===== src/pws_pkg.sv =====
package pws_pkg;

  // timing base
  localparam int CLK_PERIOD_NS = 20;
  localparam int GLITCH_NS     = 50;
  localparam int FILT_CYC      = (GLITCH_NS + CLK_PERIOD_NS - 1) / CLK_PERIOD_NS;
  localparam logic [1:0] FILT_LAST = 2'(FILT_CYC);

  // wiper settling window, least time rounded up
  localparam int SETTLE_MIN_NS  = 5000;
  localparam int SETTLE_MAX_NS  = 10000;
  localparam int SETTLE_CYC_INT = (SETTLE_MIN_NS + CLK_PERIOD_NS - 1) / CLK_PERIOD_NS;
  localparam int SETTLE_MAX_CYC = SETTLE_MAX_NS / CLK_PERIOD_NS;
  localparam logic [8:0] SETTLE_CYC = 9'(SETTLE_CYC_INT);

  // byte framing and register
  localparam int WIPER_W = 7;
  localparam logic [WIPER_W-1:0] WIPER_RESET = 7'h40;
  localparam logic [7:0] REG_INDEX   = 8'h00;
  localparam logic [3:0] BYTE_BITS   = 4'h8;
  localparam logic       DIR_READ    = 1'b1;
  localparam logic [1:0] LINE_IDLE   = 2'h3;
  localparam int LINE_SCL = 0;
  localparam int LINE_SDA = 1;

  typedef enum logic [9:0] {
    ST_IDLE     = 10'h001,
    ST_ADDR     = 10'h002,
    ST_ACK_ADDR = 10'h004,
    ST_REG      = 10'h008,
    ST_ACK_REG  = 10'h010,
    ST_WDATA    = 10'h020,
    ST_ACK_DATA = 10'h040,
    ST_TX       = 10'h080,
    ST_MACK     = 10'h100,
    ST_WAIT     = 10'h200
  } pws_state_e;

  typedef struct packed {
    logic start;
    logic stop;
    logic rise;
    logic fall;
  } pws_bus_ev_s;

endpackage


===== src/pws_line_filter.sv =====
`timescale 1ns/1ps
`default_nettype none
module pws_line_filter
  import pws_pkg::*;
(
  input  wire logic       clk_in,
  input  wire logic       rst_n_in,
  input  wire logic [1:0] line_in,
  output logic      [1:0] line_out
);

  logic [1:0] sync1_q;
  logic [1:0] sync2_q;

  always_ff @(posedge clk_in or negedge rst_n_in) begin
    if (!rst_n_in) begin
      sync1_q <= LINE_IDLE;
      sync2_q <= LINE_IDLE;
    end else begin
      sync1_q <= line_in;
      sync2_q <= sync1_q;
    end
  end

  genvar g;
  generate
    for (g = 0; g < 2; g++) begin : g_line
      logic       filt_q;
      logic       filt_d;
      logic [1:0] cnt_q;
      logic [1:0] cnt_d;

      // a new level must hold one sample longer than the longest glitch
      always_comb begin
        filt_d = filt_q;
        cnt_d  = 2'h0;
        if (sync2_q[g] != filt_q) begin
          if (cnt_q == FILT_LAST) begin
            filt_d = sync2_q[g];
          end else begin
            cnt_d = cnt_q + 2'h1;
          end
        end
      end

      always_ff @(posedge clk_in or negedge rst_n_in) begin
        if (!rst_n_in) begin
          filt_q <= 1'b1;
          cnt_q  <= 2'h0;
        end else begin
          filt_q <= filt_d;
          cnt_q  <= cnt_d;
        end
      end

      assign line_out[g] = filt_q;
    end
  endgenerate

endmodule
`default_nettype wire


===== src/pws_top.sv =====
`timescale 1ns/1ps
`default_nettype none
module pws_top
  import pws_pkg::*;
#(
  // arbitrary value, set per product
  parameter logic [6:0] DEV_TYPE_ID = 7'h2a
) (
  input  wire logic         REF_CLK_IN,
  input  wire logic         RST_N_IN,
  input  wire logic         SCL_IN,
  input  wire logic         SDA_IN,
  output logic              SDA_OUT,
  output logic              SDA_OE_OUT,
  output logic [WIPER_W-1:0] WIPER_POS_OUT,
  output logic              WIPER_READY_OUT
);

  logic [1:0]  line_f;
  logic [1:0]  prev_q;
  pws_bus_ev_s ev;
  logic        scl_f;
  logic        sda_f;

  pws_line_filter u_filter (
    .clk_in   (REF_CLK_IN),
    .rst_n_in (RST_N_IN),
    .line_in  ({SDA_IN, SCL_IN}),
    .line_out (line_f)
  );

  assign scl_f = line_f[LINE_SCL];
  assign sda_f = line_f[LINE_SDA];

  always_ff @(posedge REF_CLK_IN or negedge RST_N_IN) begin
    if (!RST_N_IN) begin
      prev_q <= LINE_IDLE;
    end else begin
      prev_q <= line_f;
    end
  end

  // conditions need the clock high on both samples
  always_comb begin
    ev.start = scl_f & prev_q[LINE_SCL] & prev_q[LINE_SDA] & ~sda_f;
    ev.stop  = scl_f & prev_q[LINE_SCL] & ~prev_q[LINE_SDA] & sda_f;
    ev.rise  = scl_f & ~prev_q[LINE_SCL];
    ev.fall  = ~scl_f & prev_q[LINE_SCL];
  end

  // protocol engine
  pws_state_e        st_q, st_d;
  logic [3:0]        cnt_q, cnt_d;
  logic [7:0]        sh_q, sh_d;
  logic              oe_q, oe_d;
  logic              rd_q, rd_d;
  logic              idx_ok_q, idx_ok_d;
  logic              acked_q, acked_d;
  logic [WIPER_W-1:0] wcr_q, wcr_d;
  logic              load;

  always_comb begin
    st_d     = st_q;
    cnt_d    = cnt_q;
    sh_d     = sh_q;
    oe_d     = oe_q;
    rd_d     = rd_q;
    idx_ok_d = idx_ok_q;
    acked_d  = acked_q;
    wcr_d    = wcr_q;
    load     = 1'b0;
    if (ev.stop) begin
      st_d = ST_IDLE;
      oe_d = 1'b0;
    end else if (ev.start) begin
      st_d  = ST_ADDR;
      cnt_d = 4'h0;
      oe_d  = 1'b0;
    end else begin
      unique case (st_q)
        ST_IDLE, ST_WAIT: begin
          st_d = st_q;
        end
        ST_ADDR, ST_REG, ST_WDATA: begin
          if (ev.rise) begin
            sh_d  = {sh_q[6:0], sda_f};
            cnt_d = cnt_q + 4'h1;
          end else if (ev.fall && cnt_q == BYTE_BITS) begin
            cnt_d = 4'h0;
            if (st_q == ST_ADDR) begin
              if (sh_q[7:1] == DEV_TYPE_ID) begin
                oe_d = 1'b1;
                rd_d = (sh_q[0] == DIR_READ);
                st_d = ST_ACK_ADDR;
              end else begin
                st_d = ST_IDLE;
              end
            end else if (st_q == ST_REG) begin
              oe_d     = 1'b1;
              idx_ok_d = (sh_q == REG_INDEX);
              st_d     = ST_ACK_REG;
            end else begin
              oe_d = 1'b1;
              st_d = ST_ACK_DATA;
            end
          end
        end
        ST_ACK_ADDR: begin
          if (ev.fall) begin
            cnt_d = 4'h0;
            if (rd_q) begin
              sh_d = {1'b0, wcr_q};
              oe_d = 1'b1;
              st_d = ST_TX;
            end else begin
              oe_d = 1'b0;
              st_d = ST_REG;
            end
          end
        end
        ST_ACK_REG, ST_ACK_DATA: begin
          if (ev.fall) begin
            cnt_d = 4'h0;
            oe_d  = 1'b0;
            st_d  = ST_WDATA;
            // commit at the end of the ack clock so the settle wait starts at a finished write
            if (st_q == ST_ACK_DATA && idx_ok_q) begin
              wcr_d = sh_q[WIPER_W-1:0];
              load  = 1'b1;
            end
          end
        end
        ST_TX: begin
          if (ev.rise) begin
            cnt_d = cnt_q + 4'h1;
          end else if (ev.fall) begin
            if (cnt_q == BYTE_BITS) begin
              oe_d = 1'b0;
              st_d = ST_MACK;
            end else begin
              oe_d = ~sh_q[6];
              sh_d = {sh_q[6:0], 1'b0};
            end
          end
        end
        ST_MACK: begin
          if (ev.rise) begin
            acked_d = ~sda_f;
          end else if (ev.fall) begin
            cnt_d = 4'h0;
            if (acked_q) begin
              sh_d = {1'b0, wcr_q};
              oe_d = 1'b1;
              st_d = ST_TX;
            end else begin
              st_d = ST_WAIT;
            end
          end
        end
        default: begin
          st_d = ST_IDLE;
          oe_d = 1'b0;
        end
      endcase
    end
  end

  always_ff @(posedge REF_CLK_IN or negedge RST_N_IN) begin
    if (!RST_N_IN) begin
      st_q     <= ST_IDLE;
      cnt_q    <= 4'h0;
      sh_q     <= 8'h00;
      oe_q     <= 1'b0;
      rd_q     <= 1'b0;
      idx_ok_q <= 1'b0;
      acked_q  <= 1'b0;
      wcr_q    <= WIPER_RESET;
    end else begin
      st_q     <= st_d;
      cnt_q    <= cnt_d;
      sh_q     <= sh_d;
      oe_q     <= oe_d;
      rd_q     <= rd_d;
      idx_ok_q <= idx_ok_d;
      acked_q  <= acked_d;
      wcr_q    <= wcr_d;
    end
  end

  // wiper settling; a fresh write restarts the wait
  logic [8:0]         settle_q, settle_d;
  logic               pend_q, pend_d;
  logic               ready_q, ready_d;
  logic [WIPER_W-1:0] wiper_q, wiper_d;

  always_comb begin
    settle_d = settle_q;
    pend_d   = pend_q;
    ready_d  = ready_q;
    wiper_d  = wiper_q;
    if (load) begin
      settle_d = SETTLE_CYC;
      pend_d   = 1'b1;
    end else if (pend_q) begin
      if (settle_q == 9'h001) begin
        pend_d  = 1'b0;
        ready_d = 1'b1;
        wiper_d = wcr_q;
      end else begin
        settle_d = settle_q - 9'h001;
      end
    end
  end

  always_ff @(posedge REF_CLK_IN or negedge RST_N_IN) begin
    if (!RST_N_IN) begin
      settle_q <= SETTLE_CYC;
      pend_q   <= 1'b1;
      ready_q  <= 1'b0;
      wiper_q  <= WIPER_RESET;
    end else begin
      settle_q <= settle_d;
      pend_q   <= pend_d;
      ready_q  <= ready_d;
      wiper_q  <= wiper_d;
    end
  end

  // open drain: the pin level is only ever pulled low
  logic sda_lvl_q;
  always_ff @(posedge REF_CLK_IN or negedge RST_N_IN) begin
    if (!RST_N_IN) begin
      sda_lvl_q <= 1'b0;
    end else begin
      sda_lvl_q <= 1'b0;
    end
  end

  assign SDA_OUT         = sda_lvl_q;
  assign SDA_OE_OUT      = oe_q;
  assign WIPER_POS_OUT   = wiper_q;
  assign WIPER_READY_OUT = ready_q;
endmodule
`default_nettype wire


===== config.mk =====
export PLATFORM = sky130hd
export DESIGN_NAME = pws_top
export DESIGN_NICKNAME = d
export VERILOG_FILES = /design/src/pws_pkg.sv /design/src/pws_line_filter.sv /design/src/pws_top.sv
export SDC_FILE = /design/constraint.sdc
export NUM_CORES = 1
export LEC_CHECK = 0
export ABC_AREA = 1
export BUFFER_PORTS_ARGS = -buffer_cell sky130_fd_sc_hd__buf_2
export CAP_MARGIN = 20
export CELL_PAD_IN_SITES_DETAIL_PLACEMENT = 1
export CELL_PAD_IN_SITES_GLOBAL_PLACEMENT = 2
export CORE_AREA = 2 2 100 102
export DETAILED_ROUTE_END_ITERATION = 6
export DIE_AREA = 0 0 102 104
export PLACE_DENSITY = 0.91
export SYNTH_ARGS = -nofsm -noshare
export SYNTH_HDL_FRONTEND = slang
export SYNTH_SLANG_ARGS = --single-unit

===== constraint.sdc =====
create_clock -name REF_CLK_IN -period 5.3 [get_ports REF_CLK_IN]
set_clock_uncertainty 0.05 [all_clocks]
set_input_delay 1.06 -clock REF_CLK_IN [delete_from_list [all_inputs] [get_ports REF_CLK_IN]]
set_output_delay 1.06 -clock REF_CLK_IN [all_outputs]
set_load 0.01 [all_outputs]

==> results.json <==
{
  "p_leak_nw": 2.04,
  "post_cts_resize_count": 0,
  "path_class": "register to register",
  "synth_top_area_cell": "dfrtp_1",
  "cts_buffers": 9,
  "crit_top_cell": "nand2_1",
  "slowest_delay_ns": 0.59,
  "synth-seq-cells": 63,
  "dp_slack_ns": 2.99,
  "start_util_pct": 37.7,
  "setup_ws_ns": 3.00,
  "mostFrequentLayoutCell": "nand2_1",
  "clock_latency_ns": 0.35,
  "min_path_type": "register to register",
  "rows": 36,
  "yosysTopAreaCellShare_pct": 31.3,
  "critPathBufInv": 2,
  "rsz0062_at_grt": "no",
  "ys_seq_area_share_pct": 44.5,
  "drc": 0,
  "finalPower_w": 0.00144,
  "synth_mux_area_share_pct": 0,
  "grt_antenna_before_repair": 0,
  "hold_violations": 0,
  "gr-usage-all-layers_pct": 18.6,
  "crit_required_ns": 5.54,
  "finalCriticalPeriod_ns": 2.30,
  "drt_iter0_markers": 107,
  "io_buffer_count": 12,
  "timing.setup.tns_ns": 0,
  "grt_max_degree": 64,
  "cp_top_family": "simple AND/OR/NAND/NOR gates",
  "die_h_um": 104,
  "cp.arrival_ns": 2.54,
  "synth_top_family_by_area": "simple AND/OR/NAND/NOR gates",
  "syn_inst": 483,
  "grt-ovfl-total": 0,
  "clock-root-buffer": "clkbuf_8",
  "slew_viol_final": 0,
  "final_nets": 511,
  "tightest_slew_ns": 0.809,
  "pin_count": 14,
  "timing.final.crit_share_pct": 43.4,
  "synth_compound_area_share_pct": 7.65,
  "synth_area_leaders": "dfrtp_1 (31%), nand2_1 (16%), dfstp_2 (13%)",
  "synthesis.area_mm2": 0.00360,
  "fin_cells": 639,
  "avgSynthCellArea_um2": 7.45,
  "yosysWarnings": 0,
  "setup_viol": 0,
  "syn2layout_area_growth_pct": 12.0,
  "cts_setup_buffers": 0,
  "drive_gt1_share_pct": 16.6,
  "n_antenna_cell": 0,
  "tritoncts": "built",
  "async_flop_share_pct": 100,
  "vias_per_cell": 4.90,
  "grt_pass1_vias": 3299,
  "synth_xor_xnor_area_share_pct": 0.974,
  "ys_types": 32,
  "num_vias": 3131,
  "synth_edf_count": 0,
  "most-common-layout-cells": "nand2_1 (151), inv_1 (59), nor2_1 (48)",
  "run_status": "finished, final reports clean",
  "routed_wl_um": 9070,
  "nFillCells": 1258,
  "die_w_um": 102,
  "crit_chain": "inv_2 -> nor2_1 -> nand2_1 -> nand2_2 -> inv_2 -> nand3_1 -> nand2_1 -> nor2_2 -> nand3_1 -> nor2_4 -> nand2_1 -> nand2_1",
  "cts.sinks": 63,
  "die_area_mm2": 0.0106,
  "h-tree-depth": 3,
  "drv_cap": 0,
  "grt_pass1_wl_um": 15700,
  "place_inst": 623,
  "crit_path_top_delay_cell": "dfstp_2",
  "syn-num-nets": 493,
  "wl_per_cell_um": 14.2,
  "ant_nets": 0,
  "yosys.area_share.simple_pct": 37.2,
  "synth_adder_area_share_pct": 2.09,
  "coreArea_mm2": 0.00955,
  "cts_max_path_buffers": 2,
  "clk_pin_slew_ns": 0.08,
  "fmax_ghz": 0.434,
  "firstDrtPassIters": 4,
  "pwr_density_cell_mw_per_mm2": 357,
  "holdBufCountCts": 0,
  "end_kind": "register",
  "gp_congestion": 0.850,
  "ir_drop_v": 0.000173,
  "cp_max_fo": 12,
  "maxSlewHeadroom_pct": 46.1,
  "worstSetupStartpointType": "register",
  "dp.final_hpwl_um": 6610,
  "synth-main-ff-cell": "dfrtp_1"
}
layout make-up:
cell class | instances | area, um2 | area share, %
Multi-Input combinational cell | 351 | 1730 | 42.9
Sequential cell | 63 | 1600 | 39.7
Inverter | 63 | 236 | 5.87
Tap cell | 133 | 166 | 4.13
Clock buffer | 10 | 138 | 3.42
Clock inverter | 6 | 92.6 | 2.30
Timing Repair Buffer | 13 | 67.6 | 1.68
cell usage after synthesis, types with 4 or more instances:
cell type,instances
nand3_1,41
ha_1,6
dfrtp_1,45
o21ai_0,33
nor2_4,5
nor3_1,11
nor2_1,48
a21oi_1,9
dfstp_2,18
inv_2,4
inv_1,59
nand2_2,10
nor2_2,7
nand2_1,151
final timing paths:
kind | from | to | slack, ns | depth (start not counted)
setup / recovery | u_filter.g_line[1].filt_q | st_q[5] | 3.00 | 12
hold / removal | u_filter.sync1_q[0] | u_filter.sync2_q[0] | 0.31 | 0
setup reg to reg | u_filter.g_line[1].filt_q | st_q[5] | 3.00 | 12
hold reg to reg | u_filter.sync1_q[0] | u_filter.sync2_q[0] | 0.31 | 0
max in group asynchronous | RST_N_IN | SDA_OE_OUT | 3.84 | 2
min in group asynchronous | RST_N_IN | settle_q[8] | 0.83 | 2
registers in the layout (all words and copies together), names as in the netlist, 2 cells and up:
register	flops
WIPER_POS_OUT	7
cnt_q	4
prev_q	2
settle_q	9
sh_q	8
st_q	10
u_filter.g_line.cnt_q	4
u_filter.g_line.filt_q	2
u_filter.sync1_q	2
u_filter.sync2_q	2
wcr_q	7
power by group:
part	internal (W)	switching (W)	total, W
clock network	0.000280	0.000214	0.000494
registers	0.000538	0.0000403	0.000579
logic	0.000108	0.000257	0.000365
metrics by stage:
step	hold slack (ns)	utilization [%]	area, um2
6_report	0.310	42.2	4030
5_1_grt	0.316	42.2	4030
4_1_cts	0.312	42.2	4030
3_5_place_dp	0.301	39.8	3800
3_3_place_gp	0.297	39.8	3800
2_1_floorplan	0.295	-	3600
worst reg2reg max path, cell delays in order (launching register included):
cell	delay (ns)
dfstp_2	0.59
inv_2	0.07
nor2_1	0.12
nand2_1	0.14
nand2_2	0.25
inv_2	0.12
nand3_1	0.10
nand2_1	0.08
nor2_2	0.17
nand3_1	0.14
nor2_4	0.25
nand2_1	0.10
nand2_1	0.07
cell families (layout without fill, tap and decap cells):
family | count (synthesis) | in the layout
adder cells (fa/ha/maj) | 6 | 6
buffers and inverters | 69 | 92
XOR/XNOR | 4 | 4
AO/OA/AOI/OAI | 51 | 51
flip-flops | 63 | 63
other | 1 | 1
AND/OR/NAND/NOR | 289 | 289
routing by layer:
| metal | up-vias | global-route usage, % | wire length (um) |
|---|---|---|---|
| met1 | 1524 | 23.9 | 4100 |
| met4 | 0 | 4.67 | 119 |
| met5 | - | 0 | 0 |
| li1 | 1557 | - | - |
| met3 | 9 | 4.23 | 304 |
| met2 | 41 | 31.6 | 4550 |
No activity file was read; power rests on OpenSTA's default activity.
